==> config.mk <==
export PLATFORM = sky130hd
export DESIGN_NAME = itr_top
export DESIGN_NICKNAME = d
export VERILOG_FILES = /design/src/logic/itr_pkg.sv /design/src/logic/itr_stream_if.sv /design/src/logic/itr_fifo.sv /design/src/logic/itr_top.sv
export SDC_FILE = /design/constraint.sdc
export NUM_CORES = 1
export LEC_CHECK = 0
export ABC_CLOCK_PERIOD_IN_PS = 3100
export BUFFER_PORTS_ARGS = -buffer_cell sky130_fd_sc_hd__buf_2
export CAP_MARGIN = 20
export CORE_MARGIN = 4
export CORE_UTILIZATION = 50
export CTS_BUF_LIST = sky130_fd_sc_hd__clkbuf_4 sky130_fd_sc_hd__clkbuf_8 sky130_fd_sc_hd__clkbuf_16
export CTS_CLUSTER_SIZE = 40
export DETAILED_ROUTE_END_ITERATION = 16
export PLACE_DENSITY = 0.68
export RECOVER_POWER = 25
export SYNTH_ARGS = -nofsm -noshare
export SYNTH_HDL_FRONTEND = slang
export SYNTH_SLANG_ARGS = --single-unit
==> constraint.sdc <==
create_clock -name clk_i -period 3.1 [get_ports clk_i]
set_input_delay 0.775 -clock clk_i [delete_from_list [all_inputs] [get_ports clk_i]]
set_output_delay 0.775 -clock clk_i [all_outputs]
set_load 0.005 [all_outputs]
==> src/logic/itr_pkg.sv <==
// constants and types of the serial target read engine
package itr_pkg;
   // -------------------------------------------------------------
   // bus addressing
   // -------------------------------------------------------------
   localparam logic [6:0] DEV_ADDR = 7'h41;
   localparam logic RW_READ = 1'h1;
   localparam int BYTE_W = 8;
   localparam logic [2:0] BIT_LAST = 3'h7;
   // byte sent when the prefetch buffer ran dry: line stays released
   localparam logic [7:0] IDLE_BYTE = 8'hff;

   // -------------------------------------------------------------
   // register pointer and prefetch buffer
   // -------------------------------------------------------------
   localparam int PTR_W = 8;
   localparam logic [7:0] PTR_RST = 8'h00;
   localparam int FIFO_DEPTH = 8;

   // -------------------------------------------------------------
   // protocol states
   // -------------------------------------------------------------
   typedef enum logic [2:0] {
      ST_IDLE = 3'b000,
      ST_ADDR = 3'b001,
      ST_AACK = 3'b010,
      ST_TX = 3'b011,
      ST_RACK = 3'b100,
      ST_NEXT = 3'b101,
      ST_SKIP = 3'b110
   } itr_state_t;
endpackage

==> src/logic/itr_stream_if.sv <==
// valid/ready byte stream between the engine and its prefetch buffer
`timescale 1ns/10ps
interface itr_stream_if #(parameter int W = 8);
   logic valid;
   logic ready;
   logic [W-1:0] data;
   modport tx (output valid, output data, input ready);
   modport rx (input valid, input data, output ready);
endinterface

==> src/logic/itr_fifo.sv <==
// synchronous fifo with flush, stream interfaces on both sides
`timescale 1ns/10ps
module itr_fifo #(
   parameter int W = 8,
   parameter int D = 8
) (
   input wire logic clk_i,
   input wire logic rst_n_i,
   input wire logic flush_i,
   itr_stream_if.rx in_if,
   itr_stream_if.tx out_if
);
   import itr_pkg::*;

   localparam int AW = $clog2(D);

   logic [W-1:0] mem_q [D];
   logic [AW:0] wr_q;
   logic [AW:0] rd_q;
   wire full = (wr_q[AW] != rd_q[AW]) && (wr_q[AW-1:0] == rd_q[AW-1:0]);
   wire empty = (wr_q == rd_q);
   wire push = in_if.valid && !full;
   wire pop = out_if.ready && !empty;

   assign in_if.ready = !full;
   assign out_if.valid = !empty;
   assign out_if.data = mem_q[rd_q[AW-1:0]];

   always_ff @(posedge clk_i)
   begin
      if (push)
      begin
         mem_q[wr_q[AW-1:0]] <= in_if.data;
      end
   end

   // flush beats push and pop so a new transfer starts clean
   always_ff @(posedge clk_i or negedge rst_n_i)
   begin
      if (!rst_n_i)
      begin
         wr_q <= '0;
         rd_q <= '0;
      end
      else if (flush_i)
      begin
         wr_q <= '0;
         rd_q <= '0;
      end
      else
      begin
         wr_q <= wr_q + (AW+1)'(push);
         rd_q <= rd_q + (AW+1)'(pop);
      end
   end
endmodule

==> src/logic/itr_top.sv <==
// serial bus target, read direction: address match, ack, byte transmit
`timescale 1ns/10ps
module itr_top #(
   parameter int PW = itr_pkg::PTR_W,
   parameter int DEPTH = itr_pkg::FIFO_DEPTH
) (
   input wire logic clk_i,
   input wire logic rst_n_i,
   input wire logic scl_i,
   input wire logic sda_i,
   output logic sda_o,
   output logic sda_oe_o,
   input wire logic ptr_load_i,
   input wire logic [PW-1:0] ptr_val_i,
   output logic [PW-1:0] ptr_o,
   output logic [PW-1:0] reg_addr_o,
   input wire logic [itr_pkg::BYTE_W-1:0] reg_data_i
);
   import itr_pkg::*;

   // -------------------------------------------------------------
   // pin synchronisers and bus events
   // -------------------------------------------------------------
   logic scl_m_q, scl_s_q, scl_p_q;
   logic sda_m_q, sda_s_q, sda_p_q;

   always_ff @(posedge clk_i or negedge rst_n_i)
   begin
      if (!rst_n_i)
      begin
         {scl_m_q, scl_s_q, scl_p_q} <= 3'h7;
         {sda_m_q, sda_s_q, sda_p_q} <= 3'h7;
      end
      else
      begin
         {scl_m_q, scl_s_q, scl_p_q} <= {scl_i, scl_m_q, scl_s_q};
         {sda_m_q, sda_s_q, sda_p_q} <= {sda_i, sda_m_q, sda_s_q};
      end
   end

   wire scl_rise = scl_s_q && !scl_p_q;
   wire scl_fall = !scl_s_q && scl_p_q;
   wire scl_high = scl_s_q && scl_p_q;
   wire start_det = scl_high && !sda_s_q && sda_p_q;
   wire stop_det = scl_high && sda_s_q && !sda_p_q;
   wire bus_evt = start_det || stop_det;

   // -------------------------------------------------------------
   // prefetch path
   // -------------------------------------------------------------
   itr_stream_if #(.W(BYTE_W)) fill_if ();
   itr_stream_if #(.W(BYTE_W)) drain_if ();

   itr_state_t state_q, state_d;
   logic [2:0] cnt_q, cnt_d;
   logic [BYTE_W-1:0] sh_q, sh_d;
   logic oe_q, oe_d;
   logic [PW-1:0] ptr_q;
   logic [PW-1:0] fetch_q;
   logic fetch_run_q;

   wire addr_rd_hit = ({sh_q[BYTE_W-2:0], sda_s_q} == {DEV_ADDR, RW_READ});
   // eighth bit after start completes address byte
   wire addr_done = !bus_evt && scl_rise && (state_q == ST_ADDR) && (cnt_q == BIT_LAST);
   wire match_rd = addr_done && addr_rd_hit;
   wire load_byte = !bus_evt && scl_fall
      && (((state_q == ST_AACK) && oe_q) || (state_q == ST_NEXT));
   wire ptr_inc = !bus_evt && scl_rise && (state_q == ST_RACK);
   wire [BYTE_W-1:0] tx_byte = drain_if.valid ? drain_if.data : IDLE_BYTE;

   assign fill_if.valid = fetch_run_q;
   assign fill_if.data = reg_data_i;
   assign drain_if.ready = load_byte;

   // the buffer stalls the fetch once full: the source sees ready low
   itr_fifo #(.W(BYTE_W), .D(DEPTH)) u_fifo (
      .clk_i(clk_i),
      .rst_n_i(rst_n_i),
      .flush_i(bus_evt),
      .in_if(fill_if),
      .out_if(drain_if)
   );

   // -------------------------------------------------------------
   // protocol state machine
   // -------------------------------------------------------------
   always_comb
   begin
      state_d = state_q;
      cnt_d = cnt_q;
      sh_d = sh_q;
      oe_d = oe_q;
      // start or stop resets protocol state
      if (start_det)
      begin
         state_d = ST_ADDR;
         cnt_d = '0;
         oe_d = 1'b0;
      end
      else if (stop_det)
      begin
         state_d = ST_IDLE;
         oe_d = 1'b0;
      end
      else
      begin
         case (state_q)
            ST_ADDR:
            begin
               if (scl_rise)
               begin
                  sh_d = {sh_q[BYTE_W-2:0], sda_s_q};
                  cnt_d = cnt_q + 3'h1;
                  // mismatch or write: stay off the bus
                  if (cnt_q == BIT_LAST)
                  begin
                     state_d = addr_rd_hit ? ST_AACK : ST_SKIP;
                  end
               end
            end
            ST_AACK, ST_NEXT:
            begin
               if (scl_fall)
               begin
                  // pull data low for ninth clock
                  if ((state_q == ST_AACK) && !oe_q)
                  begin
                     oe_d = 1'b1;
                  end
                  else
                  begin
                     state_d = ST_TX;
                     sh_d = tx_byte;
                     oe_d = !tx_byte[BYTE_W-1];
                     cnt_d = '0;
                  end
               end
            end
            ST_TX:
            begin
               // msb first, updated after clock falls
               if (scl_fall)
               begin
                  cnt_d = cnt_q + 3'h1;
                  if (cnt_q == BIT_LAST)
                  begin
                     oe_d = 1'b0;
                     state_d = ST_RACK;
                  end
                  else
                  begin
                     sh_d = {sh_q[BYTE_W-2:0], 1'b0};
                     oe_d = !sh_q[BYTE_W-2];
                  end
               end
            end
            ST_RACK:
            begin
               if (scl_rise)
               begin
                  state_d = sda_s_q ? ST_SKIP : ST_NEXT;
               end
            end
            ST_IDLE, ST_SKIP:
            begin
               state_d = state_q;
            end
            default:
            begin
               state_d = ST_IDLE;
            end
         endcase
      end
   end

   always_ff @(posedge clk_i or negedge rst_n_i)
   begin
      if (!rst_n_i)
      begin
         state_q <= ST_IDLE;
         cnt_q <= '0;
         sh_q <= '0;
         oe_q <= 1'b0;
      end
      else
      begin
         state_q <= state_d;
         cnt_q <= cnt_d;
         sh_q <= sh_d;
         oe_q <= oe_d;
      end
   end

   // -------------------------------------------------------------
   // register pointer and fetch address
   // -------------------------------------------------------------
   always_ff @(posedge clk_i or negedge rst_n_i)
   begin
      if (!rst_n_i)
      begin
         ptr_q <= PW'(PTR_RST);
         fetch_q <= PW'(PTR_RST);
         fetch_run_q <= 1'b0;
      end
      else
      begin
         // pointer only moves by load or byte sent
         if (ptr_load_i)
         begin
            ptr_q <= ptr_val_i;
         end
         else if (ptr_inc)
         begin
            ptr_q <= ptr_q + PW'(1);
         end
         if (match_rd)
         begin
            fetch_q <= ptr_q;
            fetch_run_q <= 1'b1;
         end
         else if (bus_evt || (state_q == ST_SKIP))
         begin
            fetch_run_q <= 1'b0;
         end
         else if (fill_if.valid && fill_if.ready)
         begin
            fetch_q <= fetch_q + PW'(1);
         end
      end
   end

   // open drain: only ever pulls low
   assign sda_o = 1'b0;
   assign sda_oe_o = oe_q;
   assign ptr_o = ptr_q;
   assign reg_addr_o = fetch_q;
endmodule

# Yosys cells after proc, flatten, opt, wreduce, memory -nomap -nowiden
# Memory sizes are Yosys's and may differ from the RTL's.
# Index checks and enable logic that the tools add are counted.
[classes] addsub=5 mux=44 eq_ne=30 n_reduce_logical=46 bitwise=2
[ops] operator="$mux W3" n=16
[ops] operator="$mux W8" n=6
[ops] operator="$mux W7" n=5
[ops] operator="$ne A4 B4 Y1 const B" n=6
[ops] operator="$pmux W7 S3" n=1
[ops] operator="$logic_and A1 B1 Y1" n=19
[ops] operator="$add A8 B1 Y8 const B" n=2
[ops] operator="$reduce_and A8 Y1" n=2
[ops] operator="$ne A3 B3 Y1 const B" n=5
[ops] operator="$pmux W3 S5" n=1
[ops] operator="$ne A2 B2 Y1 const B" n=7
[ops] operator="$eq A3 B3 Y1 const B" n=4
[ops] operator="$logic_not A1 Y1" n=10
[ops] operator="$mux W1" n=10
[ops] operator="$pmux W3 S3" n=1
[ops] operator="$add A4 B1 Y4" n=2
[ops] operator="$eq A8 B8 Y1 const B" n=1
[ops] operator="$mux W4" n=2
[ops] operator="$reduce_bool A4 Y1" n=2
[ops] operator="$eq A3 B2 Y1 const B" n=2
[ops] operator="$reduce_and A6 Y1" n=1
[ops] operator="$reduce_bool A2 Y1" n=3
[ops] operator="$eq A4 B4 Y1" n=1
[ops] operator="$ne A4 B3 Y1 const B" n=1
[ops] operator="13 further kinds" n=17
[word_totals] elab_cells=143 regBits=45 mem_count=1 input_bits=21 mem_bits_rw=64
[mem_list] name="u_fifo.mem_q" depth=8 word_bits=8 read_ports=1 rd_ports_with_merged_regs=0 wr=1 line_no="itr_fifo.sv:17" rtl="logic [W-1:0] mem_q [D];"

# Longest topological paths before layout
[depth] word_depth=11 mapped_depth=10 ltp_nobuf=8

# Hierarchy
# A second synthesis with hierarchy kept.
[unflattened] cells_unflattened=360 hier_area_um2=5059.9
[by_module_without_submodules] mod="itr_fifo" area_per_inst_um2=2970.3 cells_each=141 instances=1
[by_module_without_submodules] mod="itr_top" area_per_inst_um2=2089.5 cells_each=219 instances=1

# Least setup slack after synthesis
# No wires, ideal clock.
[synth_path] kind="register to register" startpoint="register u_fifo.wr_q[2]" endpoint="memory u_fifo.mem_q[0][0] (enable)" stages_incl_launch_ff=8 synth_period_minus_slack_ps=2238 setup_time_ps=383 path_buffers=2 arrival_time_ps=1855 path_slack_ps=862 t_required_ps=2717 path_cell_list="dfrtp_1 buf_4 xnor2_1 and4_1 buf_2 nor2b_1 nand2b_1 nor3_1"
[synth_between] elab_chain_len=6
[synth_rtl] item="from (decl)" line_no="itr_fifo.sv:18" rtl="logic [AW:0] wr_q;"
[synth_rtl] item="from (signal assigned)" line_no="itr_fifo.sv:52" rtl="wr_q <= wr_q + (AW+1)'(push);"
[synth_rtl] item="$eq A3 B3 Y1" line_no="itr_fifo.sv:20" rtl="wire full = (wr_q[AW] != rd_q[AW]) && (wr_q[AW-1:0] == rd_q[AW-1:0]);"
[synth_rtl] item="$logic_and A1 B1 Y1" line_no="itr_fifo.sv:20"
[synth_rtl] item="$logic_not A1 Y1" line_no="itr_fifo.sv:22" rtl="wire push = in_if.valid && !full;"
[synth_rtl] item="$logic_and A1 B1 Y1" line_no="itr_fifo.sv:22"
[synth_rtl] item="$mux W1" line_no="itr_fifo.sv:31" rtl="if (push)"
[synth_rtl] item="$mux W1 (not written as such)" line_no="itr_fifo.sv:33" rtl="mem_q[wr_q[AW-1:0]] <= in_if.data;"
[synth_rtl] item="to (decl)" line_no="itr_fifo.sv:17"
# Parallel ways exist; a longest one is shown, timed or not.

# Worst setup path in the final report
[layout_path] startpoint="register state_q[2]" endpoint="register u_fifo.rd_q[1]"
[layout_between] elab_chain_len=7
[layout_rtl] item="from (decl)" line_no="itr_top.sv:54" rtl="itr_state_t state_q, state_d;"
[layout_rtl] item="from (signal assigned)" line_no="itr_top.sv:187" rtl="state_q <= state_d;"
[layout_rtl] item="$eq A3 B2 Y1" line_no="itr_top.sv:67" rtl="&& (((state_q == ST_AACK) && oe_q) || (state_q == ST_NEXT));"
[layout_rtl] item="$logic_and A1 B1 Y1" line_no="itr_top.sv:67"
[layout_rtl] item="$logic_or A1 B1 Y1 (*)" line_no="itr_top.sv:67"
[layout_rtl] item="$logic_and A1 B1 Y1 (*)" line_no="itr_top.sv:67"
[layout_rtl] item="$logic_and A1 B1 Y1 (*)" line_no="itr_fifo.sv:23" rtl="wire pop = out_if.ready && !empty;"
[layout_rtl] item="$add A4 B1 Y4 (*)" line_no="itr_fifo.sv:53" rtl="rd_q <= rd_q + (AW+1)'(pop);"
[layout_rtl] item="$mux W4 (*)" line_no="itr_fifo.sv:45" rtl="else if (flush_i)"
[layout_rtl] item="to (signal assigned)" line_no="itr_fifo.sv:53"
[layout_rtl] item="to (decl)" line_no="itr_fifo.sv:19" rtl="logic [AW:0] rd_q;"
# Mark *: on every way between the ends. The rest lies on a longest branch, timed or not.
# A chain may end at the register's enable or synchronous reset.

==> flow_summary_export.csv <==
group,metric,value,unit
synthesis,async_flop_share,41.28,%
setup_path,reg2reg_slack,0.56,ns
floorplanning,dieHeight,107.4,um
global_route,grt_max_degree,46,
setup_path,crit_arrival,2.76,ns
floorplanning,dieArea,11530,um^2
setup_path,reg2reg_to,"u_fifo.rd_q[1]",
clocking,clkLatencyLatePin,0.37,ns
detailed_routing,viasPerCell,5.497,
global_route,grt_pass1_wl,15380,um
synthesis,synth_mux_area_share,11.89,%
finish,ff_latch_area,3055,um^2
clocking,cts_resized,0,
sta,period_minus_slack,2.537,ns
setup_path,timing.critical_path.mode_cell,"ha_1",
sta,hold_viol_final,0,
synthesis,synth_common_cells,"edfxtp_1, dfrtp_1, nor2_1",
synthesis,synth-edff-count,64,
setup_path,crit_end,"u_fifo.rd_q[1]",
run_status,violations,"capacitance limit, slew limit",
synthesis,synth-warning-count,0,
finish,syn_to_final_growth,11.23,%
synthesis,ys_types,48,
setup_path,crit_path_start,"state_q[2]",
floorplanning,row_count,36,
sta,skew,0.01166,ns
hold_path,min_path_type,"input pin to asynchronous set/reset pin",
setup_path,critPathMaxFanout,17,
clocking,path_clk_slew,0.10,ns
floorplanning,initial_core_util,50.98,%
clocking,htreeDepth,3,
placed_design,gp_congestion,0.8567,
setup_path,path_cells,"nand2b_1 > o21ai_2 > and2_0 > o211a_1 > ha_1 > ha_1 > nor2b_1",
power,ir_drop,358.5,uV
setup_path,reg2regPathDepth,7,
synthesis,synth_top_cell_area_share,38.93,%
clocking,root_buffer,"clkbuf_8",
finish,fillers,770,
sta,finalSetupViolCount,0,
placed_design,dp_hpwl,6416,um
power,p_per_area,458.1,nW/um^2
synthesis,syn_avg_cell_area,13.71,um^2
finish,fin_nets,434,
setup_path,cp-start-kind,"flop",
finish,final_util,56.71,%
detailed_routing,wl_per_cell,17.21,um
run_status,status,"finished, violations left",
finish,antennaDiodeCount,0,
setup_path,required,3.32,ns
synthesis,synth-simple-area-share,11.91,%
synthesis,yosys.area.top_type,"edfxtp_1",
finish,final_area,5492,um^2
floorplanning,ioPinCount,39,
finish,drive_gt1_share,21.71,%
synthesis,synth_area,4937,um^2
sta,setup_tns,0,ns
sta,period_share,81.85,%
sta,hold_ws,0.2476,ns
detailed_routing,firstDrtPassIters,4,
synthesis,synth_cells,360,
finish,multiInputGateArea,1788,um^2
detailed_routing,vias,2985,
clocking,cts_buffers,9,
setup_path,crit_buf_inv,0,
synthesis,ys.flop_type,"edfxtp_1",
synthesis,synthesis.nets,389,
job,cap_violations,1,
detailed_routing,drt_iter0_markers,141,
synthesis,yosysSeqAreaShare,61.89,%
synthesis,synth-xor-area-share,3.903,%
clocking,cts_tree,"done",
setup_path,worst_path_max_delay_cell,"dfrtp_1",
placed_design,port_buffers,37,
synthesis,synth_top_family_by_area,"simple AND/OR/NAND/NOR gates",
global_route,grt_pass1_vias,2953,
clocking,numClockSinks,109,
placed_design,post_dp_cell_area,5300,um^2
synthesis,synth-seq-cells,109,
setup_path,cp-end-kind,"flop",
global_route,grt_antenna_before_repair,0,
setup_path,crit_family,"simple AND/OR/NAND/NOR gates",
clocking,post_cts_buffers,0,
power,power,2.516,mW
detailed_routing,postRouteAntennaNets,0,
sta,slew_headroom,-18.16,%
detailed_routing,drc,0,
sta,rsz0062_at_grt,"no",
setup_path,worst-setup-path-type,"flop to flop",
sta,tightest_slew,1.772,ns
floorplanning,die_w,107.4,um
power,p_leak,2.097,nW
global_route,grt_use_total,17.48,%
synthesis,synth.most_common_cell,"edfxtp_1",
clocking,holdBufCountCts,0,
global_route,grt_overflow,0,
sta,slew_violations,41,
detailed_routing,wl,9343,um
sta,max_freq,394.1,MHz
setup_path,crit_path_max_incr_delay,0.56,ns
synthesis,yosys.area_share.adder,2.027,%
synthesis,synth_compound_area_share,6.412,%
setup_path,timing.rr.start,"state_q[2]",
clocking,clk_path_buf_depth,2,
floorplanning,core_area,9684,um^2
synthesis,synth_area_leaders,"edfxtp_1, dfrtp_1, mux4_2",
setup_path,cp.depth,7,
[state kept, by name, summed over array words and instances, names as in the netlist]
register      cells
sda_m_q           1
sda_p_q           1
scl_m_q           1
fetch_run_q       1
sda_s_q           1
state_q           3
u_fifo.wr_q       4
u_fifo.mem_q     64
cnt_q             3
sda_oe_o          1
u_fifo.rd_q       4
scl_p_q           1
scl_s_q           1
sh_q              7
reg_addr_o        8
ptr_o             8
[where the power goes]
group	switching (mW)	internal, mW
logic	0.0598	0.0491
clock network	0.492	0.319
registers	0.0315	1.56
total	0.583	1.93
[layout make-up]
cell class | instances | share of cell area (%)
tap | 133 | 3.030
inverter | 2 | 0.1367
sequential | 109 | 55.64
clock inverter | 6 | 0.9569
multi-input combinational | 232 | 32.56
clock buffer | 10 | 2.392
timing repair buffer | 51 | 5.286
[how the worst min path moves through the flow]
stage | from | slack [ns] | to
2_1_floorplan | scl_m_q | 0.35 | scl_s_q
3_3_place_gp | scl_m_q | 0.35 | scl_s_q
3_5_place_dp | sda_m_q | 0.35 | sda_s_q
4_1_cts | scl_m_q | 0.36 | scl_s_q
5_1_grt | rst_n_i | 0.25 | ptr_o[3]
6_report | rst_n_i | 0.25 | reg_addr_o[4]
[metrics by stage]
stage	instances	setup slack, ns
2_1_floorplan	360	0.8620
3_3_place_gp	526	0.7237
3_5_place_dp	526	0.5847
4_1_cts	542	0.5856
5_1_grt	543	0.2924
6_report	543	0.5627
[cell families (layout without fill, tap and decap cells)]
group / after synthesis / after routing
AOI/OAI and AO/OA: 53 / 53
xor gates and xnor gates: 22 / 22
adders and majority gates: 8 / 8
buffers and inverters: 19 / 69
DFF: 109 / 109
muxes: 36 / 36
other: 1 / 1
and+or+nand+nor: 112 / 112
[per-layer routing]
| metal | track usage [%] | part of all wire (%) |
|---|---|---|
| met1 | 23.85 | 45 |
| met2 | 28.55 | 50 |
| met3 | 3.719 | 4.4 |
| met4 | 4.959 | 1.2 |
| met5 | 0 | 0 |
[cells in the final DEF (no fill, tap or decap), types with 12 or more instances in the layout]
| cell | Yosys | layout |
|---|---|---|
| mux4_2 | 12 | 12 |
| dfrtp_1 | 39 | 39 |
| a21oi_1 | 22 | 22 |
| buf_2 | 3 | 33 |
| edfxtp_1 | 64 | 64 |
| buf_4 | 3 | 13 |
| nand2_1 | 24 | 24 |
| o21ai_0 | 16 | 16 |
| nor2_1 | 32 | 32 |
| xnor2_1 | 16 | 16 |
(Power assumes the default switching activity.)
